### src/hdl/spl_params.svh
// Constants of the position capture sequencer: offsets, fields, codes, resets and times.
// Assumes a 25 MHz system clock and 32-bit APB data with one word per register.
`ifndef SPL_PARAMS_SVH
`define SPL_PARAMS_SVH

// Register byte offsets.
`define SPL_OFF_CMD 8'h00
`define SPL_OFF_RESP 8'h04
`define SPL_OFF_STATUS 8'h08
`define SPL_OFF_EXT_STATE 8'h0c
`define SPL_OFF_SEQ_LEN 8'h10
`define SPL_OFF_REPEAT 8'h14
`define SPL_OFF_SRC_LO 8'h18
`define SPL_OFF_SRC_HI 8'h1c
`define SPL_OFF_OPT_SEL_A 8'h20
`define SPL_OFF_OPT_SEL_B 8'h24
`define SPL_OFF_MON_CHOICE 8'h28
`define SPL_OFF_MON1 8'h2c
`define SPL_OFF_MON2 8'h30
`define SPL_OFF_OPT_MON_A 8'h34
`define SPL_OFF_OPT_MON_B 8'h38

// Command word fields.
`define SPL_CMD_CODE_MSB 7
`define SPL_CMD_MODE_BIT 8
`define SPL_CMD_SRC_LSB 16

// Response word fields.
`define SPL_RESP_ACCEPT_BIT 8
`define SPL_RESP_MODE_ERR_BIT 9
`define SPL_RESP_CMD_WARN_BIT 10

// Status and extended state fields.
`define SPL_STATUS_DONE_BIT 10
`define SPL_EXT_STEP_LSB 8
`define SPL_EXT_PASS_LSB 0

// Command codes. Only the release code is fixed; the others are arbitrary values.
`define SPL_CODE_RELEASE 8'h29
`define SPL_CODE_ENTER 8'h01
`define SPL_CODE_SINGLE 8'h02
`define SPL_CODE_HOMING 8'h03
`define SPL_CODE_EXT_POS 8'h04
`define SPL_CODE_SERVO 8'h05

// Mode selector and capture sources.
`define SPL_MODE_CONT 1'b1
`define SPL_SRC_ORIGIN 2'b00
`define SPL_SRC_EXTERNAL_INPUT_ONE 2'b01
`define SPL_SRC_EXTERNAL_INPUT_TWO 2'b10
`define SPL_SRC_EXTERNAL_INPUT_THREE 2'b11
`define SPL_MAX_STEPS 4'h8

// Monitor selection codes.
`define SPL_MON_FEEDBACK 8'h00
`define SPL_MON_CAPTURED 8'h01
`define SPL_OPT_PREVIOUS 8'h80

// Reset values.
`define SPL_RST_SEQ_LEN 4'h0
`define SPL_RST_REPEAT 8'h00
`define SPL_RST_SRC 8'h00
`define SPL_RST_SEL 8'h00

// Timing.
`define SPL_CLK_HZ 64'd25000000
`define SPL_RELEASE_MAX_US 64'd250
`define SPL_RELEASE_MAX_CYC (`SPL_RELEASE_MAX_US * `SPL_CLK_HZ / 64'd1000000)

`endif

### src/hdl/spl_pkg.sv
// Types shared by the position capture sequencer modules.
// Assumes spl_params.svh for the field widths used in the structs.
package spl_pkg;

  typedef enum logic [2:0] {
    SPL_IDLE = 3'b000,
    SPL_NORMAL = 3'b001,
    SPL_CONT = 3'b010,
    SPL_HELD = 3'b011,
    SPL_MOTION = 3'b100
  } spl_mode_t;

  typedef struct packed {
    logic psel;
    logic penable;
    logic pwrite;
    logic [7:0] paddr;
    logic [31:0] pwdata;
  } spl_apb_req_t;

  typedef struct packed {
    logic [31:0] prdata;
    logic pready;
    logic pslverr;
  } spl_apb_rsp_t;

  typedef struct packed {
    logic [7:0] choice;
    logic [7:0] opt_sel_a;
    logic [7:0] opt_sel_b;
  } spl_mon_sel_t;

  typedef struct packed {
    logic [31:0] mon1;
    logic [31:0] mon2;
    logic [31:0] opt_a;
    logic [31:0] opt_b;
  } spl_mon_out_t;

  typedef struct packed {
    logic [3:0] s1;
    logic [3:0] s2;
  } spl_sync_state_t;

  typedef struct packed {
    logic [31:0] latest;
    logic [31:0] previous;
    spl_mon_out_t mon;
  } spl_store_state_t;

  typedef struct packed {
    spl_mode_t mode;
    logic [1:0] src;
    logic [3:0] step;
    logic [7:0] pass;
    logic [3:0] in_prev;
    logic rel_busy;
    logic [12:0] rel_cnt;
    logic [7:0] last_code;
    logic mode_err;
    logic cmd_warn;
    logic done_pend;
    logic done_flag;
    logic [3:0] ext_step;
    logic [7:0] ext_pass;
    logic [3:0] seq_len;
    logic [7:0] repeat_cnt;
    logic [7:0] src_lo;
    logic [7:0] src_hi;
    spl_mon_sel_t sel;
    logic [31:0] prdata;
    logic pslverr;
  } spl_core_state_t;

endpackage

### src/hdl/spl_sync.sv
// Two-stage synchroniser for the four capture source pins.
// Assumes the pins are asynchronous to clock; only the second stage leaves the module.
`timescale 1ns/1ps
`include "spl_params.svh"

module spl_sync (
  // Clock and reset.
  input wire logic clock,
  input wire logic sys_rst,
  // Pins in, synchronised levels out.
  input wire logic [3:0] pin_in,
  output logic [3:0] pin_sync
);
  import spl_pkg::*;

  spl_sync_state_t st_r;
  spl_sync_state_t st_nxt;

  always_comb begin
    st_nxt = st_r;
    st_nxt.s1 = pin_in;
    st_nxt.s2 = st_r.s1;
  end

  always_ff @(posedge clock or posedge sys_rst) begin
    if (sys_rst) begin
      st_r <= '0;
    end else begin
      st_r <= st_nxt;
    end
  end

  assign pin_sync = st_r.s2;
endmodule

### src/hdl/spl_capture_store.sv
// Holds the latest and the previous captured position and builds the monitor values.
// Assumes capture is a one-cycle pulse and done_flag is the one-communications-cycle flag.
`timescale 1ns/1ps
`include "spl_params.svh"

module spl_capture_store (
  // Clock and reset.
  input wire logic clock,
  input wire logic sys_rst,
  // Capture event and position.
  input wire logic capture,
  input wire logic [31:0] feedback_position,
  input wire logic done_flag,
  // Monitor selection and results.
  input wire spl_pkg::spl_mon_sel_t sel,
  output spl_pkg::spl_mon_out_t mon,
  output logic [31:0] captured_feedback_position
);
  import spl_pkg::*;

  spl_store_state_t st_r;
  spl_store_state_t st_nxt;

  function automatic logic [31:0] mon_pick(input logic [7:0] code, input logic [31:0] fb,
                                           input logic [31:0] cap);
    mon_pick = (code == `SPL_MON_CAPTURED) ? cap : fb;
  endfunction

  function automatic logic [31:0] opt_pick(input logic [7:0] code, input logic [31:0] prev);
    opt_pick = (code == `SPL_OPT_PREVIOUS) ? prev : 32'h0000_0000;
  endfunction

  always_comb begin
    st_nxt = st_r;
    if (capture) begin
      st_nxt.latest = feedback_position;
      st_nxt.previous = st_r.latest;
    end
    st_nxt.mon.mon1 = mon_pick(sel.choice[7:0], feedback_position, st_r.latest); // [RL9]
    if (done_flag) begin
      st_nxt.mon.mon2 = st_r.latest; // [RL8]
    end else begin
      st_nxt.mon.mon2 = mon_pick(sel.choice[7:0], feedback_position, st_r.latest);
    end
    st_nxt.mon.opt_a = opt_pick(sel.opt_sel_a, st_r.previous); // [RL10]
    st_nxt.mon.opt_b = opt_pick(sel.opt_sel_b, st_r.previous); // [RL10]
  end

  always_ff @(posedge clock or posedge sys_rst) begin
    if (sys_rst) begin
      st_r <= '0;
    end else begin
      st_r <= st_nxt;
    end
  end

  assign mon = st_r.mon;
  assign captured_feedback_position = st_r.latest;
endmodule

### src/hdl/spl_sequencer.sv
// Position capture sequencer: APB registers, command decode, normal, continuous and
// motion-command capture, release timing and completion reporting.
// Assumes comm_cycle_tick is a one-cycle pulse from same-clock link logic at each
// communications cycle, and feedback_position is on the same clock.
//
// Notes on behaviour
// RL1: Enter with mode 1 starts continuous capture.
// RL2: Release command aborts a running sequence.
// RL3: Repeat count zero means repeat forever.
// RL4: Mode 1 with length zero: warn, no start.
// RL5: Done flag high one communications cycle each capture.
// RL6: Step number at completion in bits 11:8.
// RL7: Pass count in bits 7:0, bumped on last step.
// RL8: Done flag forces captured position onto monitor two.
// RL9: Latest captured position is a selectable monitor.
// RL10: Option code 80h returns the previous capture.
// RL11: Source selector bits 1:0, upper bits zero.
// RL12: Selector used by motion commands and normal enter.
// RL13: Host assigns external inputs to pins first.
// RL14: Host avoids origin source without origin pulse.
// RL15: Code 29h is release, echoed back.
// RL16: Host waits for accepted bit after release.
// RL17: Release completes within 250 microseconds.
// RL18: Release during motion capture is refused, warned.
// RL19: Step sources from low and high settings.
// RL20: Normal mode captures once, then holds.
// RL21: Continuous mode steps one to n in order.
// RL22: After step n wrap back to step one.
//
// Design decisions made here: the APB register port and the placing of the registers.
`timescale 1ns/1ps
`include "spl_params.svh"

module spl_sequencer #(
  parameter int unsigned RELEASE_CYC = 32'(`SPL_RELEASE_MAX_CYC)
) (
  // Clock and reset.
  input wire logic clock,
  input wire logic sys_rst,
  // APB slave.
  input wire spl_pkg::spl_apb_req_t apb_req,
  output spl_pkg::spl_apb_rsp_t apb_rsp,
  // Link timing and position.
  input wire logic comm_cycle_tick,
  input wire logic [31:0] feedback_position,
  // Capture source pins.
  input wire logic encoder_origin,
  input wire logic external_input_one,
  input wire logic external_input_two,
  input wire logic external_input_three,
  // Reported state.
  output logic capture_done_flag,
  output logic [15:0] extended_state_field,
  output logic command_accepted_bit,
  output logic [31:0] second_monitor_slot,
  output logic [31:0] captured_feedback_position
);
  import spl_pkg::*;

  spl_core_state_t st_r;
  spl_core_state_t st_nxt;
  logic [3:0] pins_sync;
  logic [3:0] rise;
  logic [1:0] active_src;
  logic capture;
  logic wr_en;
  logic rd_setup;
  logic [7:0] cmd_code;
  logic [3:0] eff_len;
  spl_mon_out_t mon;

  // Sequence step k (1..8) takes two bits from the low setting for 1..4, high for 5..8.
  function automatic logic [1:0] step_source(input logic [7:0] lo, input logic [7:0] hi,
                                             input logic [3:0] step);
    logic [2:0] idx;
    idx = 3'(step - 4'h1);
    if (idx[2]) begin
      step_source = hi[{idx[1:0], 1'b0} +: 2]; // [RL19]
    end else begin
      step_source = lo[{idx[1:0], 1'b0} +: 2]; // [RL19]
    end
  endfunction

  function automatic logic is_motion_code(input logic [7:0] code);
    is_motion_code = (code == `SPL_CODE_SINGLE) || (code == `SPL_CODE_HOMING) ||
                     (code == `SPL_CODE_EXT_POS) || (code == `SPL_CODE_SERVO);
  endfunction

  spl_sync u_sync (
    .clock(clock),
    .sys_rst(sys_rst),
    .pin_in({external_input_three, external_input_two, external_input_one, encoder_origin}),
    .pin_sync(pins_sync)
  );

  spl_capture_store u_store (
    .clock(clock),
    .sys_rst(sys_rst),
    .capture(capture),
    .feedback_position(feedback_position),
    .done_flag(st_r.done_flag),
    .sel(st_r.sel),
    .mon(mon),
    .captured_feedback_position(captured_feedback_position)
  );

  assign rise = pins_sync & ~st_r.in_prev;
  assign wr_en = apb_req.psel && apb_req.penable && apb_req.pwrite;
  assign rd_setup = apb_req.psel && !apb_req.penable;
  assign cmd_code = apb_req.pwdata[`SPL_CMD_CODE_MSB:0];
  assign eff_len = (st_r.seq_len > `SPL_MAX_STEPS) ? `SPL_MAX_STEPS : st_r.seq_len;

  always_comb begin
    if (st_r.mode == SPL_CONT) begin
      active_src = step_source(st_r.src_lo, st_r.src_hi, st_r.step); // [RL21]
    end else begin
      active_src = st_r.src; // [RL12]
    end
  end

  assign capture = ((st_r.mode == SPL_NORMAL) || (st_r.mode == SPL_CONT) ||
                    (st_r.mode == SPL_MOTION)) && !st_r.rel_busy && rise[active_src];

  always_comb begin
    st_nxt = st_r;
    st_nxt.in_prev = pins_sync;

    // Capture progress.
    if (capture) begin
      st_nxt.done_pend = 1'b1;
      st_nxt.ext_step = st_r.step; // [RL6]
      case (st_r.mode)
        SPL_NORMAL: begin
          st_nxt.mode = SPL_HELD; // [RL20]
        end
        SPL_MOTION: begin
          st_nxt.mode = SPL_IDLE;
        end
        SPL_CONT: begin
          if (st_r.step >= eff_len) begin
            st_nxt.step = 4'h1; // [RL22]
            st_nxt.pass = st_r.pass + 8'h01; // [RL7]
            st_nxt.ext_pass = st_r.pass + 8'h01; // [RL7]
            if ((st_r.repeat_cnt != 8'h00) && (st_r.pass + 8'h01 >= st_r.repeat_cnt)) begin
              st_nxt.mode = SPL_HELD;
            end
            // A zero repeat count never reaches the stop above. [RL3]
          end else begin
            st_nxt.step = st_r.step + 4'h1; // [RL21]
          end
        end
        default: begin
          st_nxt.mode = st_r.mode;
        end
      endcase
    end

    // Done flag spans one communications cycle; a capture in the tick cycle stays pending.
    if (comm_cycle_tick) begin
      st_nxt.done_flag = st_r.done_pend; // [RL5]
      st_nxt.done_pend = capture;
    end

    // Release in progress ends within the allowed time.
    if (st_r.rel_busy) begin
      if (st_r.rel_cnt == 13'h0000) begin
        st_nxt.rel_busy = 1'b0; // [RL17]
        st_nxt.mode = SPL_IDLE; // [RL2]
        st_nxt.step = 4'h1;
        st_nxt.pass = 8'h00;
      end else begin
        st_nxt.rel_cnt = st_r.rel_cnt - 13'h0001; // [RL17]
      end
    end

    // Register writes and commands.
    if (wr_en) begin
      case (apb_req.paddr)
        `SPL_OFF_CMD: begin
          st_nxt.last_code = cmd_code; // [RL15]
          if (cmd_code == `SPL_CODE_RELEASE) begin
            if (st_r.mode == SPL_MOTION) begin
              st_nxt.cmd_warn = 1'b1; // [RL18]
            end else if (!st_r.rel_busy) begin
              st_nxt.rel_busy = 1'b1; // [RL2]
              st_nxt.mode = SPL_IDLE; // [RL2]
              st_nxt.rel_cnt = 13'(RELEASE_CYC - 32'd1); // [RL17]
            end
          end else if (!st_r.rel_busy && st_r.mode == SPL_IDLE) begin
            if (cmd_code == `SPL_CODE_ENTER) begin
              if (apb_req.pwdata[`SPL_CMD_MODE_BIT] == `SPL_MODE_CONT) begin
                if (st_r.seq_len == 4'h0) begin
                  st_nxt.mode_err = 1'b1; // [RL4]
                end else begin
                  st_nxt.mode = SPL_CONT; // [RL1]
                  st_nxt.step = 4'h1; // [RL21]
                  st_nxt.pass = 8'h00;
                  st_nxt.ext_pass = 8'h00;
                end
              end else begin
                st_nxt.mode = SPL_NORMAL; // [RL20]
                st_nxt.src = apb_req.pwdata[`SPL_CMD_SRC_LSB +: 2]; // [RL11] [RL12]
                st_nxt.step = 4'h0;
              end
            end else if (is_motion_code(cmd_code)) begin
              st_nxt.mode = SPL_MOTION;
              st_nxt.src = apb_req.pwdata[`SPL_CMD_SRC_LSB +: 2]; // [RL12]
              st_nxt.step = 4'h0;
            end
          end
        end
        `SPL_OFF_RESP: begin
          // Write one clears a warning; warnings are only set by command writes.
          if (apb_req.pwdata[`SPL_RESP_MODE_ERR_BIT]) begin
            st_nxt.mode_err = 1'b0;
          end
          if (apb_req.pwdata[`SPL_RESP_CMD_WARN_BIT]) begin
            st_nxt.cmd_warn = 1'b0;
          end
        end
        `SPL_OFF_SEQ_LEN: begin
          st_nxt.seq_len = apb_req.pwdata[3:0];
        end
        `SPL_OFF_REPEAT: begin
          st_nxt.repeat_cnt = apb_req.pwdata[7:0];
        end
        `SPL_OFF_SRC_LO: begin
          st_nxt.src_lo = apb_req.pwdata[7:0]; // [RL19]
        end
        `SPL_OFF_SRC_HI: begin
          st_nxt.src_hi = apb_req.pwdata[7:0]; // [RL19]
        end
        `SPL_OFF_OPT_SEL_A: begin
          st_nxt.sel.opt_sel_a = apb_req.pwdata[7:0];
        end
        `SPL_OFF_OPT_SEL_B: begin
          st_nxt.sel.opt_sel_b = apb_req.pwdata[7:0];
        end
        `SPL_OFF_MON_CHOICE: begin
          st_nxt.sel.choice = apb_req.pwdata[7:0];
        end
        default: begin
          st_nxt.sel = st_nxt.sel;
        end
      endcase
    end

    // Read data and error are captured in the setup cycle for the access cycle.
    if (rd_setup) begin
      st_nxt.pslverr = 1'b0;
      st_nxt.prdata = 32'h0000_0000;
      case (apb_req.paddr)
        `SPL_OFF_CMD: begin
          st_nxt.prdata = 32'h0000_0000;
        end
        `SPL_OFF_RESP: begin
          st_nxt.prdata[7:0] = st_r.last_code; // [RL15]
          st_nxt.prdata[`SPL_RESP_ACCEPT_BIT] = !st_r.rel_busy;
          st_nxt.prdata[`SPL_RESP_MODE_ERR_BIT] = st_r.mode_err;
          st_nxt.prdata[`SPL_RESP_CMD_WARN_BIT] = st_r.cmd_warn;
        end
        `SPL_OFF_STATUS: begin
          st_nxt.prdata[`SPL_STATUS_DONE_BIT] = st_r.done_flag; // [RL5]
        end
        `SPL_OFF_EXT_STATE: begin
          st_nxt.prdata[11:0] = {st_r.ext_step, st_r.ext_pass}; // [RL6] [RL7]
        end
        `SPL_OFF_SEQ_LEN: begin
          st_nxt.prdata[3:0] = st_r.seq_len;
        end
        `SPL_OFF_REPEAT: begin
          st_nxt.prdata[7:0] = st_r.repeat_cnt;
        end
        `SPL_OFF_SRC_LO: begin
          st_nxt.prdata[7:0] = st_r.src_lo;
        end
        `SPL_OFF_SRC_HI: begin
          st_nxt.prdata[7:0] = st_r.src_hi;
        end
        `SPL_OFF_OPT_SEL_A: begin
          st_nxt.prdata[7:0] = st_r.sel.opt_sel_a;
        end
        `SPL_OFF_OPT_SEL_B: begin
          st_nxt.prdata[7:0] = st_r.sel.opt_sel_b;
        end
        `SPL_OFF_MON_CHOICE: begin
          st_nxt.prdata[7:0] = st_r.sel.choice;
        end
        `SPL_OFF_MON1: begin
          st_nxt.prdata = mon.mon1; // [RL9]
        end
        `SPL_OFF_MON2: begin
          st_nxt.prdata = mon.mon2; // [RL8]
        end
        `SPL_OFF_OPT_MON_A: begin
          st_nxt.prdata = mon.opt_a; // [RL10]
        end
        `SPL_OFF_OPT_MON_B: begin
          st_nxt.prdata = mon.opt_b; // [RL10]
        end
        default: begin
          st_nxt.pslverr = 1'b1;
        end
      endcase
    end
  end

  always_ff @(posedge clock or posedge sys_rst) begin
    if (sys_rst) begin
      st_r <= '0;
      st_r.mode <= SPL_IDLE;
      st_r.step <= 4'h1;
      st_r.seq_len <= `SPL_RST_SEQ_LEN;
      st_r.repeat_cnt <= `SPL_RST_REPEAT;
      st_r.src_lo <= `SPL_RST_SRC;
      st_r.src_hi <= `SPL_RST_SRC;
      st_r.sel <= '0;
    end else begin
      st_r <= st_nxt;
    end
  end

  assign apb_rsp.prdata = st_r.prdata;
  assign apb_rsp.pready = 1'b1;
  assign apb_rsp.pslverr = st_r.pslverr && apb_req.psel && apb_req.penable;
  assign capture_done_flag = st_r.done_flag;
  assign extended_state_field = {4'h0, st_r.ext_step, st_r.ext_pass};
  assign command_accepted_bit = !st_r.rel_busy;
  assign second_monitor_slot = mon.mon2;
endmodule

### config.mk
export PLATFORM = sky130hd
export DESIGN_NAME = spl_sequencer
export DESIGN_NICKNAME = d
export VERILOG_FILES = /design/src/hdl/spl_pkg.sv /design/src/hdl/spl_sync.sv /design/src/hdl/spl_capture_store.sv /design/src/hdl/spl_sequencer.sv
export VERILOG_INCLUDE_DIRS = /design/src /design/src/hdl
export SDC_FILE = /design/constraint.sdc
export NUM_CORES = 1
export LEC_CHECK = 0
export ABC_AREA = 1
export BUFFER_PORTS_ARGS = -buffer_cell sky130_fd_sc_hd__buf_2
export CORE_UTILIZATION = 48
export CTS_CLUSTER_DIAMETER = 60
export DETAILED_ROUTE_END_ITERATION = 7
export PLACE_DENSITY = 0.71
export SKIP_LAST_GASP = 1
export SYNTH_ARGS = -nofsm -noshare
export SYNTH_HDL_FRONTEND = slang
export SYNTH_SLANG_ARGS = --single-unit
### constraint.sdc
create_clock -name clock -period 11.92 [get_ports clock]
set_input_delay 2.98 -clock clock [delete_from_list [all_inputs] [get_ports clock]]
set_output_delay 2.98 -clock clock [all_outputs]
set_load 0.005 [all_outputs]
==> reports/results.txt <==
number of antenna violations at the first check in global routing = 3
CTS-repair resized insts = 0
Final nets = 1911
drt total wl = 40.4 mm
highest attainable clock frequency = 159 MHz
total number of vias = 12.1k
number of placed I/O pins = 198
leakage power total = 8.34 nW
via/cell ratio = 5.38
initial drt markers = 852
outcome = finished, final reports clean
Setup-failing EPs final = 0
WP data arrival = 3320 ps
Synth Warn # = 0
power density cells = 142 nW/um2
layout cell share with drive strength beyond 1 = 15.3%
Max transition margin = 24.8%
pin count of the biggest net entering global routing = 144
maximum level of the CTS H-tree = 2
Setup crit end kind = primary output
Worst Reg-to-Reg Cells = 17
number of CTS-inserted buffers = 39
final hold violations = 0
max-cap viol count = 0
leading cell type in the layout, fill and taps excluded = sky130_fd_sc_hd__nand2_1
FILL cells = 2928
clock tree from TritonCTS = built
total gr overflow = 0
core region area = 31700 um2
minimum period implied by the final worst setup slack = 6300 ps
slack of the worst reg-to-reg path = 8430 ps
mean instance size in the synthesized netlist = 8.84 um2
Core Rows = 65
transition time at the pin with the least slew margin = 1120 ps
Sequential cell area = 8610 um2
final core utilization = 54.1%
Critical Path Start Type = primary input
area taken by multi-input logic gates = 5190 um2
worst setup path startpoint = apb_req[41]
final standard cell area without fillers = 17200 um2
required time worst endpoint = 8940 ps
portion of the post-synthesis area used by sequential elements = 55.4%
worst-path fanout max = 3
count of final max-slew check failures = 0
post-synthesis register bit count = 344
Inst Count DP = 2174
class of the most critical setup path = primary input to primary output
clk sink count = 344
startpoint of the most critical register-to-register path = st_r[135]$_DFF_PP1_
Final Non-Filler Cells = 2244
cts-stage hold buffer count = 0
first-pass GRT wire length = 63.8 mm
drt wl/cell = 18.0 um
critical path endpoint = apb_rsp[0]
Hold Path Class = flip-flop to flip-flop
first-pass iteration count of the detailed router = 5
layout overhead on the synthesized area = 10.4%
root buffer selected by CTS = sky130_fd_sc_hd__clkbuf_16
Peak VDD IR = 0.000116 V
number of global-route vias before repair = 11.8k
number of library cell types mapped by synthesis = 47
most used flip-flop cell after synthesis = sky130_fd_sc_hd__dfrtp_1
die area = 33100 um2
cell area after synthesis = 15500 um2
Antenna Violating Nets Remaining = 0
clock buffer depth = 3
starting density of the core = 49.0%
remaining design rule violation count = 0
half-perimeter wire length after detailed placement = 26.7 mm
RR Endpoint = st_r[138]$_DFF_PP0_
Setup Skew = 19.5 ps
total routing usage reported by global routing = 24.8%
Worst-Skew Late Latency = 530 ps
setup tns final = 0 ps
top library cells by usage in the layout, fill and taps aside = sky130_fd_sc_hd__nand2_1, sky130_fd_sc_hd__dfrtp_1, sky130_fd_sc_hd__o21ai_0
portion of the clock cycle consumed by the worst path in the final layout = 52.8%
Die Width = 182 um
gate count of the mapped netlist = 1759
Reg clk slew, reported paths = 60 ps
die span in y = 182 um
instance area at placement = 15900 um2
RePlAce Congestion = 0.918
share of synthesized flip-flops with an asynchronous set or reset = 100%
Port Buf Inserts = 173
unrepaired setup endpoints after global routing = no
Setup Buffers After CTS = 0
EDFF count, synth = 0
[synth_stat cells, types with 2 or more instances]
cell | instances | share of area, %
sky130_fd_sc_hd__nand2_1 | 449 | 11
sky130_fd_sc_hd__dfrtp_1 | 343 | 55
sky130_fd_sc_hd__o21ai_0 | 230 | 7.4
sky130_fd_sc_hd__inv_1 | 164 | 4.0
sky130_fd_sc_hd__nor2_1 | 121 | 2.9
sky130_fd_sc_hd__buf_4 | 114 | 5.5
sky130_fd_sc_hd__nand3_1 | 49 | 1.6
sky130_fd_sc_hd__a21oi_1 | 44 | 1.4
sky130_fd_sc_hd__clkbuf_1 | 44 | 1.1
sky130_fd_sc_hd__a221oi_1 | 28 | 1.6
sky130_fd_sc_hd__nand4_1 | 28 | 1.1
sky130_fd_sc_hd__a22o_1 | 22 | 1.2
sky130_fd_sc_hd__ha_1 | 16 | 1.3
sky130_fd_sc_hd__buf_2 | 15 | 0.48
sky130_fd_sc_hd__nor4_1 | 12 | 0.48
sky130_fd_sc_hd__nand3_2 | 9 | 0.58
sky130_fd_sc_hd__nor3_1 | 9 | 0.29
sky130_fd_sc_hd__nand2_2 | 6 | 0.24
sky130_fd_sc_hd__xor2_1 | 6 | 0.34
sky130_fd_sc_hd__o2111ai_1 | 5 | 0.28
sky130_fd_sc_hd__clkinv_1 | 4 | 0.097
sky130_fd_sc_hd__inv_2 | 4 | 0.097
sky130_fd_sc_hd__o211ai_1 | 3 | 0.14
sky130_fd_sc_hd__or2_2 | 3 | 0.12
sky130_fd_sc_hd__a211oi_1 | 2 | 0.097
sky130_fd_sc_hd__a21o_1 | 2 | 0.097
sky130_fd_sc_hd__a31oi_1 | 2 | 0.080
sky130_fd_sc_hd__buf_1 | 2 | 0.048
sky130_fd_sc_hd__conb_1 | 2 | 0.048
sky130_fd_sc_hd__nand2_4 | 2 | 0.14
sky130_fd_sc_hd__nor2_2 | 2 | 0.080
sky130_fd_sc_hd__o31ai_1 | 2 | 0.097
[power by group]
| part | internal, mW | total, mW | switching (mW) | leakage [nW] |
|---|---|---|---|---|
| Combinational | 0.0267 | 0.0946 | 0.0679 | 3.39 |
| Sequential | 1.19 | 1.20 | 0.0113 | 4.36 |
| Clock | 0.665 | 1.14 | 0.474 | 0.598 |
| Total | 1.88 | 2.43 | 0.553 | 8.34 |
[per-layer routing]
metal  track usage [%]  wire [um]  share of wire (%)  vias up
li1                  -          -                  -     5725
met1              34.2      17700                 44     5821
met2              39.1      18300                 45      437
met3              4.71       3000                7.4       94
met4              9.28       1370                3.4        0
met5                 0          0                  0        -
[registers in the layout, indices dropped and copies added, names as in the netlist]
name and cells:
extended_state_field 12, u_sync.st_nxt 4, u_store.mon 128, st_r 99
apb_rsp 32, capture_done_flag 1, u_store.captured_feedback_position 32, u_store.st_r 32
u_sync.pin_sync 4
[worst min-delay path by stage]
| stage | from | to | slack, ps | cells after the start |
|---|---|---|---|---|
| 6_report | u_sync.st_nxt[2]$_DFF_PP0_ | u_sync.pin_sync[2]$_DFF_PP0_ | 350 | 0 |
| 5_1_grt | u_sync.st_nxt[3]$_DFF_PP0_ | u_sync.pin_sync[3]$_DFF_PP0_ | 360 | 0 |
| 4_1_cts | u_sync.st_nxt[2]$_DFF_PP0_ | u_sync.pin_sync[2]$_DFF_PP0_ | 350 | 0 |
| 3_5_place_dp | u_sync.st_nxt[0]$_DFF_PP0_ | u_sync.pin_sync[0]$_DFF_PP0_ | 340 | 0 |
| 3_3_place_gp | u_sync.st_nxt[3]$_DFF_PP0_ | u_sync.pin_sync[3]$_DFF_PP0_ | 340 | 0 |
| 2_1_floorplan | u_sync.st_nxt[0]$_DFF_PP0_ | u_sync.pin_sync[0]$_DFF_PP0_ | 330 | 0 |
[final cells by class]
| type | count | area share [%] |
|---|---|---|
| timing repair buffer | 187 | 5.73 |
| sequential | 344 | 50.1 |
| clock buffer | 58 | 6.62 |
| multi-input combinational | 1069 | 30.3 |
| tap | 402 | 2.93 |
| clock inverter | 9 | 0.488 |
| antenna | 3 | 0.0437 |
| inverter | 172 | 3.78 |
[cells by family after synthesis]
logic type / share of synthesized area [%]
compound gates: 12.8
xor+xnor: 0.394
other cells: 0.0483
fa+ha+maj: 1.29
simple gates: 18.7
buf+inv: 11.5
flops: 55.4
[worst max-delay path, cell delays in order]
cell and delay (ps):
sky130_fd_sc_hd__buf_2 110, sky130_fd_sc_hd__nand2_1 50, sky130_fd_sc_hd__nor2_1 70, sky130_fd_sc_hd__buf_2 110
[metrics by stage]
step	hold WS, ps	setup slack (ps)	power [mW]
after floorplan	331	4340	1.28
after global placement	336	5610	1.31
after detailed placement	336	5620	1.31
after CTS	354	5620	2.45
after global routing	362	5600	2.51
final	349	5620	2.43
Note: power is estimated with default switching activity, not from simulation.
